[src/logic/ufr_map.svh]
// Constants of the upstream frame fragmenter, both ends
`ifndef UFR_MAP_SVH
`define UFR_MAP_SVH
// What this block does
// - Headend switches fragmentation per modem
// - Fragment only enabled flows on short grants
// - Fixed header plus CRC around portions
// - Encrypt from after header check on
// - Fill partial grant with maximum payload
// - Piggyback when no later grant known
// - Requests in fragment header, never twice
// - Request remainder plus overhead bytes
// - Re-request after ACK time, with backoff
// - Discard untransmitted part past retry limit
// - First, middle, last flag coding
// - Sequence number steps per fragment
// - Never fragment immediate data frames
// - Headend decrypts right after fragment header
// - Headend sends grant pending until granting
// - No grant or pending means re-request
// - Grant pending forbids piggyback in fragment
// - Headend keeps frame across re-requests
// - Headend keeps remainder above minimum fragment
// - Modem tracks remainder, piggybacks its length
// - Good header check passes piggyback on
// - Reassembled frame skips packet decryption
// - Queued grants mean piggyback zero
`define UFR_FRAG_OVH 16'h0010
`define UFR_FRAGMENT_CRC_LEN 16'h0004
`define UFR_FRAGMENT_HEADER_LEN (`UFR_FRAG_OVH - `UFR_FRAGMENT_CRC_LEN)
`define UFR_PKT_ENC_OFF 16'h000C
`define UFR_POH 16'h0020
`define UFR_MAX_GRANT_RST 16'h0100
`define UFR_CLK_MHZ 250
`define UFR_ACK_TIME_US 200
`define UFR_ACK_CYC (`UFR_ACK_TIME_US * `UFR_CLK_MHZ)
`define UFR_BACKOFF_TIME_US 4
`define UFR_BACKOFF_CYC (`UFR_BACKOFF_TIME_US * `UFR_CLK_MHZ)
`define UFR_MAP_TIME_US 2
`define UFR_MAP_CYC (`UFR_MAP_TIME_US * `UFR_CLK_MHZ)
`define UFR_MAX_RETRY 3
`define UFR_REG_CTRL 12'h000
`define UFR_REG_MAXG 12'h004
`define UFR_REG_FRAMES 12'h008
`define UFR_REG_OUTST 12'h00C
`define UFR_CTRL_FRAG_EN 0
`define UFR_CTRL_MGMODE 1
`define UFR_CTRL_HOLD 2
`endif

[src/logic/ufr_pkg.sv]
// Types shared by the fragmenter ends
package ufr_pkg;
   typedef logic [15:0] ufr_len_t;
   typedef logic [3:0] ufr_seq_t;
   typedef enum logic [2:0] {
      UFR_IDLE, UFR_REQ, UFR_WAIT, UFR_BOFF
   } ufr_state_e;
endpackage : ufr_pkg

[src/logic/ufr_if.sv]
// Link between modem and headend controller
`timescale 1ns/1ps
interface ufr_if;
   import ufr_pkg::*;
   logic frag_cap_en;
   logic map_valid;
   ufr_len_t map_grant;
   logic map_pend;
   logic req_valid;
   ufr_len_t req_len;
   logic frag_valid;
   logic frag_fragd;
   logic frag_first;
   logic frag_last;
   ufr_seq_t frag_seq;
   ufr_len_t frag_pb;
   ufr_len_t frag_len;
   logic frag_enc;
   ufr_len_t frag_enc_off;
   logic [7:0] frag_hcs;
   modport modem (
      input frag_cap_en, map_valid, map_grant, map_pend,
      output req_valid, req_len, frag_valid, frag_fragd, frag_first,
      output frag_last, frag_seq, frag_pb, frag_len, frag_enc,
      output frag_enc_off, frag_hcs
   );
   modport headend (
      output frag_cap_en, map_valid, map_grant, map_pend,
      input req_valid, req_len, frag_valid, frag_fragd, frag_first,
      input frag_last, frag_seq, frag_pb, frag_len, frag_enc,
      input frag_enc_off, frag_hcs
   );
endinterface : ufr_if

[src/logic/ufr_hcs.sv]
// Header check sum over the fragment descriptor fields
`timescale 1ns/1ps
module ufr_hcs (
   input wire logic fragd, // Fragment header present
   input wire logic first, // First flag
   input wire logic last, // Last flag
   input wire ufr_pkg::ufr_seq_t seq, // Sequence number
   input wire ufr_pkg::ufr_len_t pb, // Piggyback request
   input wire ufr_pkg::ufr_len_t len, // Payload length
   output logic [7:0] hcs // Check byte
);
   import ufr_pkg::*;
   // Byte fold, cheap and same on both ends
   assign hcs = {fragd, first, last, 1'b0, seq} ^ pb[15:8] ^ pb[7:0]
      ^ len[15:8] ^ len[7:0] ^ 8'hA5;
endmodule : ufr_hcs

[src/logic/ufr_modem.sv]
// Modem end: splits frames into fragments on partial grants
`timescale 1ns/1ps
`include "ufr_map.svh"
module ufr_modem #(
   parameter int ACK_CYC = `UFR_ACK_CYC,
   parameter int BACKOFF_CYC = `UFR_BACKOFF_CYC,
   parameter int MAX_RETRY = `UFR_MAX_RETRY
) (
   input wire logic clk_sys, // System clock
   input wire logic nrst, // Async reset, active low
   ufr_if.modem lnk, // Link to headend
   input wire logic frame_valid, // Frame offered
   input wire ufr_pkg::ufr_len_t frame_len, // Frame bytes
   input wire logic frame_frag_en, // Flow policy allows split
   input wire logic frame_imm, // Sent in request/data region
   input wire logic frame_enc, // Frame to be encrypted
   input wire logic next_valid, // Another frame queued
   input wire ufr_pkg::ufr_len_t next_len, // Its length
   output logic frame_ready, // Frame taken when valid
   output logic frame_done, // Frame fully sent, pulse
   output logic frame_drop, // Remainder discarded, pulse
   output logic next_req_sent // Next frame requested, pulse
);
   import ufr_pkg::*;
   ufr_state_e state_q, state_d;
   ufr_len_t rem_q;
   logic fen_q, imm_q, enc_q, fact_q, pbdone_q;
   ufr_seq_t seq_q, fseq_q;
   int ack_q, boff_q, retry_q;
   logic req_valid_q, frag_valid_q, fragd_q, first_q, last_q, fenc_q;
   ufr_len_t req_len_q, pb_q, flen_q, eoff_q;
   logic [7:0] hcs_q, hcs_d;
   logic ready_q, done_q, drop_q, nreq_q;
   ufr_len_t ovh, need, room, pay, pb_d;
   logic can_frag, use_full, use_part, hold, ack_exp, first_d, last_d;

   always_comb begin
      ovh = fact_q ? `UFR_FRAG_OVH : 16'h0000;
      need = rem_q + ovh + `UFR_POH;
      // split only when allowed and not immediate
      can_frag = lnk.frag_cap_en && fen_q && !imm_q;
      // payload is grant less both overheads
      room = lnk.map_grant - `UFR_POH - `UFR_FRAG_OVH;
      use_full = lnk.map_valid && (lnk.map_grant >= need);
      use_part = lnk.map_valid && !use_full && can_frag
         && (lnk.map_grant > (`UFR_POH + `UFR_FRAG_OVH));
      hold = lnk.map_pend;
      pay = use_full ? rem_q : room;
      first_d = use_part && !fact_q;
      last_d = use_full && fact_q;
      pb_d = 16'h0000;
      if (use_part && !hold) begin
         // remainder plus fragment and phy overhead
         pb_d = rem_q - room + `UFR_FRAG_OVH + `UFR_POH;
      end else if (use_full && !hold && next_valid) begin
         // next frame asked in last header only
         pb_d = next_len + `UFR_POH;
      end
      ack_exp = (ack_q >= ACK_CYC - 1);
   end

   ufr_hcs u_hcs (
      .fragd(fact_q || use_part),
      .first(first_d),
      .last(last_d),
      .seq(seq_q),
      .pb(pb_d),
      .len(pay),
      .hcs(hcs_d)
   );

   always_comb begin
      state_d = state_q;
      unique case (state_q)
         UFR_IDLE: begin
            if (frame_valid && ready_q) begin
               state_d = pbdone_q ? UFR_WAIT : UFR_REQ;
            end
         end
         UFR_REQ: state_d = UFR_WAIT;
         UFR_WAIT: begin
            if (use_full) begin
               state_d = UFR_IDLE;
            end else if (ack_exp && !use_part && !hold) begin
               state_d = (retry_q >= MAX_RETRY) ? UFR_IDLE : UFR_BOFF;
            end
         end
         UFR_BOFF: begin
            if (boff_q >= BACKOFF_CYC - 1) begin
               state_d = UFR_REQ;
            end
         end
      endcase
   end

   always_ff @(posedge clk_sys or negedge nrst) begin
      if (!nrst) begin
         state_q <= UFR_IDLE;
      end else begin
         state_q <= state_d;
      end
   end

   // Frame bookkeeping
   always_ff @(posedge clk_sys or negedge nrst) begin
      if (!nrst) begin
         rem_q <= 16'h0000;
         fen_q <= 1'b0;
         imm_q <= 1'b0;
         enc_q <= 1'b0;
         fact_q <= 1'b0;
      end else if (state_q == UFR_IDLE && frame_valid && ready_q) begin
         rem_q <= frame_len;
         fen_q <= frame_frag_en;
         imm_q <= frame_imm;
         enc_q <= frame_enc;
         fact_q <= 1'b0;
      end else if (state_q == UFR_WAIT && use_part) begin
         rem_q <= rem_q - room;
         fact_q <= 1'b1;
      end else if (state_q == UFR_WAIT && use_full) begin
         rem_q <= 16'h0000;
         fact_q <= 1'b0;
      end
   end

   // ACK timer, restarted by partial grants and pendings
   always_ff @(posedge clk_sys or negedge nrst) begin
      if (!nrst) begin
         ack_q <= 0;
      end else if (state_q != UFR_WAIT || use_part || hold) begin
         ack_q <= 0;
      end else if (!ack_exp) begin
         ack_q <= ack_q + 1;
      end
   end

   always_ff @(posedge clk_sys or negedge nrst) begin
      if (!nrst) begin
         boff_q <= 0;
         retry_q <= 0;
      end else begin
         boff_q <= (state_q == UFR_BOFF) ? boff_q + 1 : 0;
         if (state_q == UFR_IDLE || use_part || hold) begin
            retry_q <= 0;
         end else if (state_q == UFR_WAIT && state_d == UFR_BOFF) begin
            retry_q <= retry_q + 1;
         end
      end
   end

   // sequence steps per fragment, wraps freely
   always_ff @(posedge clk_sys or negedge nrst) begin
      if (!nrst) begin
         seq_q <= 4'h0;
      end else if (state_q == UFR_WAIT && (use_part || last_d)) begin
         seq_q <= seq_q + 4'h1;
      end
   end

   always_ff @(posedge clk_sys or negedge nrst) begin
      if (!nrst) begin
         frag_valid_q <= 1'b0;
         fragd_q <= 1'b0;
         first_q <= 1'b0;
         last_q <= 1'b0;
         pb_q <= 16'h0000;
         flen_q <= 16'h0000;
         fenc_q <= 1'b0;
         eoff_q <= 16'h0000;
         hcs_q <= 8'h00;
         fseq_q <= 4'h0;
      end else begin
         frag_valid_q <= 1'b0;
         if (state_q == UFR_WAIT && (use_full || use_part)) begin
            frag_valid_q <= 1'b1;
            fragd_q <= fact_q || use_part;
            first_q <= first_d;
            last_q <= last_d;
            pb_q <= pb_d;
            flen_q <= pay;
            fenc_q <= enc_q;
            // cipher starts after the header check
            eoff_q <= (fact_q || use_part) ? `UFR_FRAGMENT_HEADER_LEN
               : `UFR_PKT_ENC_OFF;
            hcs_q <= hcs_d;
            // Number travels with its check byte, not the live counter
            fseq_q <= seq_q;
         end
      end
   end

   // plain request, skipped if already piggybacked
   always_ff @(posedge clk_sys or negedge nrst) begin
      if (!nrst) begin
         req_valid_q <= 1'b0;
         req_len_q <= 16'h0000;
      end else begin
         req_valid_q <= (state_q == UFR_REQ);
         if (state_q == UFR_REQ) begin
            req_len_q <= need;
         end
      end
   end

   // User side status
   always_ff @(posedge clk_sys or negedge nrst) begin
      if (!nrst) begin
         ready_q <= 1'b0;
         done_q <= 1'b0;
         drop_q <= 1'b0;
         nreq_q <= 1'b0;
         pbdone_q <= 1'b0;
      end else begin
         ready_q <= (state_d == UFR_IDLE) && !(frame_valid && ready_q);
         done_q <= (state_q == UFR_WAIT) && use_full;
         drop_q <= (state_q == UFR_WAIT) && (state_d == UFR_IDLE)
            && !use_full;
         nreq_q <= (state_q == UFR_WAIT) && use_full && (pb_d != 16'h0000);
         if (state_q == UFR_WAIT && use_full) begin
            pbdone_q <= (pb_d != 16'h0000);
         end else if (state_q == UFR_IDLE && frame_valid && ready_q) begin
            pbdone_q <= 1'b0;
         end
      end
   end

   assign lnk.req_valid = req_valid_q;
   assign lnk.req_len = req_len_q;
   assign lnk.frag_valid = frag_valid_q;
   assign lnk.frag_fragd = fragd_q;
   assign lnk.frag_first = first_q;
   assign lnk.frag_last = last_q;
   assign lnk.frag_seq = fseq_q;
   assign lnk.frag_pb = pb_q;
   assign lnk.frag_len = flen_q;
   assign lnk.frag_enc = fenc_q;
   assign lnk.frag_enc_off = eoff_q;
   assign lnk.frag_hcs = hcs_q;
   assign frame_ready = ready_q;
   assign frame_done = done_q;
   assign frame_drop = drop_q;
   assign next_req_sent = nreq_q;
endmodule : ufr_modem

[src/flat_wrapper.sv]
// flat-port wrapper written by rule: the top's interface ports become plain ports
module ufr_modem_flat import ufr_pkg::*;
#(
   parameter int ACK_CYC = `UFR_ACK_CYC,
   parameter int BACKOFF_CYC = `UFR_BACKOFF_CYC,
   parameter int MAX_RETRY = `UFR_MAX_RETRY
)
  (clk_sys, nrst, frame_valid, frame_len, frame_frag_en, frame_imm, frame_enc, next_valid, next_len, frame_ready, frame_done, frame_drop, next_req_sent, lnk_frag_cap_en, lnk_map_valid, lnk_map_grant, lnk_map_pend, lnk_req_valid, lnk_req_len, lnk_frag_valid, lnk_frag_fragd, lnk_frag_first, lnk_frag_last, lnk_frag_seq, lnk_frag_pb, lnk_frag_len, lnk_frag_enc, lnk_frag_enc_off, lnk_frag_hcs);
  ufr_if lnk_i ();
  input wire logic clk_sys;
  input wire logic nrst;
  input wire logic frame_valid;
  input wire ufr_pkg::ufr_len_t frame_len;
  input wire logic frame_frag_en;
  input wire logic frame_imm;
  input wire logic frame_enc;
  input wire logic next_valid;
  input wire ufr_pkg::ufr_len_t next_len;
  output logic frame_ready;
  output logic frame_done;
  output logic frame_drop;
  output logic next_req_sent;
  input wire logic [$bits(lnk_i.frag_cap_en)-1:0] lnk_frag_cap_en;
  input wire logic [$bits(lnk_i.map_valid)-1:0] lnk_map_valid;
  input wire logic [$bits(lnk_i.map_grant)-1:0] lnk_map_grant;
  input wire logic [$bits(lnk_i.map_pend)-1:0] lnk_map_pend;
  output wire logic [$bits(lnk_i.req_valid)-1:0] lnk_req_valid;
  output wire logic [$bits(lnk_i.req_len)-1:0] lnk_req_len;
  output wire logic [$bits(lnk_i.frag_valid)-1:0] lnk_frag_valid;
  output wire logic [$bits(lnk_i.frag_fragd)-1:0] lnk_frag_fragd;
  output wire logic [$bits(lnk_i.frag_first)-1:0] lnk_frag_first;
  output wire logic [$bits(lnk_i.frag_last)-1:0] lnk_frag_last;
  output wire logic [$bits(lnk_i.frag_seq)-1:0] lnk_frag_seq;
  output wire logic [$bits(lnk_i.frag_pb)-1:0] lnk_frag_pb;
  output wire logic [$bits(lnk_i.frag_len)-1:0] lnk_frag_len;
  output wire logic [$bits(lnk_i.frag_enc)-1:0] lnk_frag_enc;
  output wire logic [$bits(lnk_i.frag_enc_off)-1:0] lnk_frag_enc_off;
  output wire logic [$bits(lnk_i.frag_hcs)-1:0] lnk_frag_hcs;
  assign lnk_i.frag_cap_en = lnk_frag_cap_en;
  assign lnk_i.map_valid = lnk_map_valid;
  assign lnk_i.map_grant = lnk_map_grant;
  assign lnk_i.map_pend = lnk_map_pend;
  assign lnk_req_valid = lnk_i.req_valid;
  assign lnk_req_len = lnk_i.req_len;
  assign lnk_frag_valid = lnk_i.frag_valid;
  assign lnk_frag_fragd = lnk_i.frag_fragd;
  assign lnk_frag_first = lnk_i.frag_first;
  assign lnk_frag_last = lnk_i.frag_last;
  assign lnk_frag_seq = lnk_i.frag_seq;
  assign lnk_frag_pb = lnk_i.frag_pb;
  assign lnk_frag_len = lnk_i.frag_len;
  assign lnk_frag_enc = lnk_i.frag_enc;
  assign lnk_frag_enc_off = lnk_i.frag_enc_off;
  assign lnk_frag_hcs = lnk_i.frag_hcs;
  ufr_modem #(.ACK_CYC(ACK_CYC), .BACKOFF_CYC(BACKOFF_CYC), .MAX_RETRY(MAX_RETRY)) u_core (.clk_sys(clk_sys), .nrst(nrst), .lnk(lnk_i), .frame_valid(frame_valid), .frame_len(frame_len), .frame_frag_en(frame_frag_en), .frame_imm(frame_imm), .frame_enc(frame_enc), .next_valid(next_valid), .next_len(next_len), .frame_ready(frame_ready), .frame_done(frame_done), .frame_drop(frame_drop), .next_req_sent(next_req_sent));
endmodule
[config.mk]
export PLATFORM = sky130hd
export DESIGN_NAME = ufr_modem_flat
export DESIGN_NICKNAME = d
export VERILOG_FILES = /design/src/logic/ufr_pkg.sv /design/src/logic/ufr_if.sv /design/src/logic/ufr_hcs.sv /design/src/logic/ufr_modem.sv /design/src/flat_wrapper.sv
export VERILOG_INCLUDE_DIRS = /design/src /design/src/logic
export SDC_FILE = /design/constraint.sdc
export NUM_CORES = 1
export LEC_CHECK = 0
export ABC_AREA = 1
export BUFFER_PORTS_ARGS = -buffer_cell sky130_fd_sc_hd__buf_2
export CAP_MARGIN = 10
export CORE_ASPECT_RATIO = 1.4
export CORE_MARGIN = 4
export CORE_UTILIZATION = 26
export DETAILED_ROUTE_END_ITERATION = 10
export PLACE_DENSITY = 0.45
export SETUP_SLACK_MARGIN = 0.05
export SLEW_MARGIN = 20
export SYNTH_ARGS = -nofsm -noshare
export SYNTH_HDL_FRONTEND = slang
export SYNTH_SLANG_ARGS = --single-unit
[constraint.sdc]
create_clock -name clk_sys -period 3.4 [get_ports clk_sys]
set_input_delay 0.51 -clock clk_sys [delete_from_list [all_inputs] [get_ports clk_sys]]
set_output_delay 0.51 -clock clk_sys [all_outputs]
set_load 0.05 [all_outputs]
==> flow_summary.json <==
{
  "status": "finished with violations",
  "failed_checks": "setup timing",
  "dpl-instance-area_sq_mm": 0.01561,
  "critPathKind": "reg -> reg",
  "cts-root-buf": "clkbuf_16",
  "cts_tree": "done",
  "vias": 12863,
  "synth_cell_types": 56,
  "critPathLaunchType": "flip-flop",
  "fin_crit_sh_pct": 110.2,
  "dp_hpwl_um": 36450,
  "power.total_uw": 5424,
  "yosysTopAreaCell": "dfrtp_1",
  "io_pins": 144,
  "grt_max_degree": 84,
  "die_w_um": 193.8,
  "place_congestion": 0.8927,
  "cpPeakStageDelay_ps": 370,
  "gr-total-overflow": 0,
  "rows": 95,
  "wl_per_cell_um": 16.45,
  "yosys_warnings": 0,
  "cpMostUsedCell": "nand2_1",
  "syn_area_sq_mm": 0.01257,
  "wirelength_um": 45490,
  "hold_viol": 0,
  "yosysMostFrequentCell": "nand2_1",
  "holdBufCountCts": 0,
  "yosys-top-cells-count": "467 x nand2_1, 222 x inv_1, 195 x dfrtp_1, 174 x nor2_1, 111 x o21ai_0",
  "slowest_stage": "dfrtp_1",
  "synth_area_leaders": "dfrtp_1 39%, nand2_1 14%, inv_1 6.6%, nor2_1 5.2%, o21ai_0 4.4%",
  "grtUsageTotal_pct": 17.06,
  "clkTransAtPathRegs_ps": 90,
  "critPathTopFamily": "simple AND/OR/NAND/NOR gates",
  "path_buf_inv": 5,
  "maxCapViolCount": 0,
  "grt_pass1_vias": 12922,
  "finalInstanceArea_sq_mm": 0.01752,
  "min_path_type": "in -> async",
  "critPathArrivalTime_ps": 4140,
  "finalWorstSetupSlack_ps": -345.8,
  "max_freq_mhz": 267.0,
  "leakagePower_uw": 0.008531,
  "ys_seq_area_share_pct": 38.81,
  "avgViaCountPerCell": 4.650,
  "drive_gt1_share_pct": 29.68,
  "worst_setup_path_end_kind": "flip-flop",
  "worst_pin_slew_ps": 1043,
  "core_area_sq_mm": 0.04790,
  "cts_buffers": 17,
  "cts_buffer_depth": 2,
  "nFillCells": 5071,
  "drcViolationCount": 0,
  "first_iter_violations": 596,
  "required_ps": 3790,
  "hold-worst-slack_ps": 64.86,
  "ys_seq_elements": 195,
  "ir_drop_mv": 0.2441,
  "n_antenna_cell": 0,
  "synth_edf_count": 0,
  "final_nets": 2222,
  "fp.dieArea_sq_mm": 0.05199,
  "period_minus_slack_ps": 3746,
  "port-buffer-count": 129,
  "die_h_um": 268.2,
  "dr.pass1.iters": 5,
  "start_util_pct": 26.25,
  "maxSlewViolCount": 0,
  "relSlewSlack_pct": 30.42,
  "htreeDepth": 4,
  "crit_fanout": 6,
  "rsz0062_at_grt": "true",
  "finalCoreUtilization_pct": 36.57,
  "finClkSkew_ps": 17.76,
  "yosysTopAreaCellShare_pct": 38.81,
  "antenna_found_initial": 0,
  "synth_ff_type": "dfrtp_1",
  "numClockSinks": 195,
  "setup_viol": 133,
  "power.density_mw_per_mm2": 309.6,
  "grt_pass1_wl_um": 70100,
  "clk_latency_ps": 460,
  "ant_nets": 0,
  "area_delta_synth_final_pct": 39.35,
  "async_reset_ff_share_pct": 100.0,
  "netlist_instances": 1755,
  "avgSynthCellArea_sq_um": 7.164
}
-- area by class of cell --
type	instances	area, sq um	share of cell area [%]
inverter	238	920.9	5.256
clock buffer	17	425.4	2.428
sequential	195	4880	27.85
multi-input combinational	1287	7455	42.55
clock inverter	15	206.4	1.178
timing repair buffer	384	2844	16.23
tap	630	788.3	4.499
-- flip-flops by register name (all words and copies together) (netlist names), 3 cells and up --
name	count
u_core.lnk.frag_len	16
u_core.ack_q	32
u_core.retry_q	32
u_core.state_q	3
u_core.boff_q	32
u_core.lnk.req_len	16
u_core.rem_q	16
u_core.lnk.frag_seq	4
u_core.lnk.frag_pb	16
u_core.seq_q	4
u_core.lnk.frag_hcs	8
-- worst register-to-register path, cell delays in order (launching register included) --
cell     delay (ps)
dfrtp_1         370
ha_2            180
inv_2            40
a21oi_2         140
nand2_1          80
nor2_2          100
inv_1            60
nor3_2          140
nand2_1          90
nor2_2          100
nand3_1          90
xor2_1          150
inv_1           100
ha_4            320
nand2_8          80
nor3_4          140
nand2_2         100
nand2_4         130
nand4_4         230
buf_12          240
or2_4           250
buf_6           120
nand4_1          80
nor2_2           60
nand4_1         160
nand2_1          90
nand2_1          60
-- layout by cell type (no fill, tap or decap), drive strengths merged, types with 9 or more instances in the layout --
cell,count
clkbuf,20
nor4,21
nand3,110
or2,10
ha,40
nand4,44
a22oi,16
a31oi,9
nor2,190
xor2,35
inv,244
nor3,72
a21oi,67
xnor2,12
buf,381
o21ai,130
dfrtp,195
conb,14
nand2,478
-- final timing paths --
kind,slack (ps),start,to,depth (start not counted)
max,-350,u_core.rem_q[4],u_core.pbdone_q,26
min,60,nrst,u_core.lnk.frag_hcs[7],1
max reg2reg,-350,u_core.rem_q[4],u_core.pbdone_q,26
min reg2reg,460,u_core.boff_q[0],u_core.boff_q[0],1
max in group asynchronous,2500,nrst,u_core.retry_q[11],2
min in group clk_sys,270,frame_frag_en,u_core.fen_q,3
-- routing by layer --
metal / GRT usage (%) / part of all wire [%] / up-vias
met5: 0 / 0 / -
met4: 8.042 / 4.8 / 0
met3: 1.969 / 2.3 / 69
met2: 31.70 / 53 / 228
met1: 19.59 / 40 / 6133
li1: - / - / 6433
-- kinds of logic after synthesis --
group | Yosys count | synth area share (%)
flip-flops | 195 | 38.81
AO/OA/AOI/OAI | 249 | 11.07
buffers and inverters | 287 | 9.405
other | 1 | 0.02983
XOR/XNOR | 47 | 3.274
adder cells (fa/ha/maj) | 41 | 4.140
AND/OR/NAND/NOR | 935 | 33.27
-- what timing repair did --
| item | CTS | global route |
|---|---|---|
| gates cloned | 1 | 4 |
| pin swaps | 23 | 35 |
| hold endpoints to repair | 0 | 0 |
| buffers inserted | 8 | 12 |
| gates resized for setup | 134 | 146 |
| endpoints found under the setup margin | 141 | 141 |
-- metrics by stage --
stage | setup TNS (ps) | worst slack, ps | std cells
3_3_place_gp | -33640 | -656.7 | 2711
6_report | -18500 | -345.8 | 2766
3_5_place_dp | -43330 | -691.6 | 2711
2_1_floorplan | 0 | 7.700 | 1768
4_1_cts | -20460 | -370.4 | 2752
5_1_grt | -56960 | -623.5 | 2766
-- report_power, final --
group	leakage (uW)	total [uW]	internal [uW]	switching [uW]
combinational	0.00562	916	352	564
clock	0.000303	2190	1080	1110
sequential	0.00261	2320	2320	2.75
(Power assumes the default switching activity.)
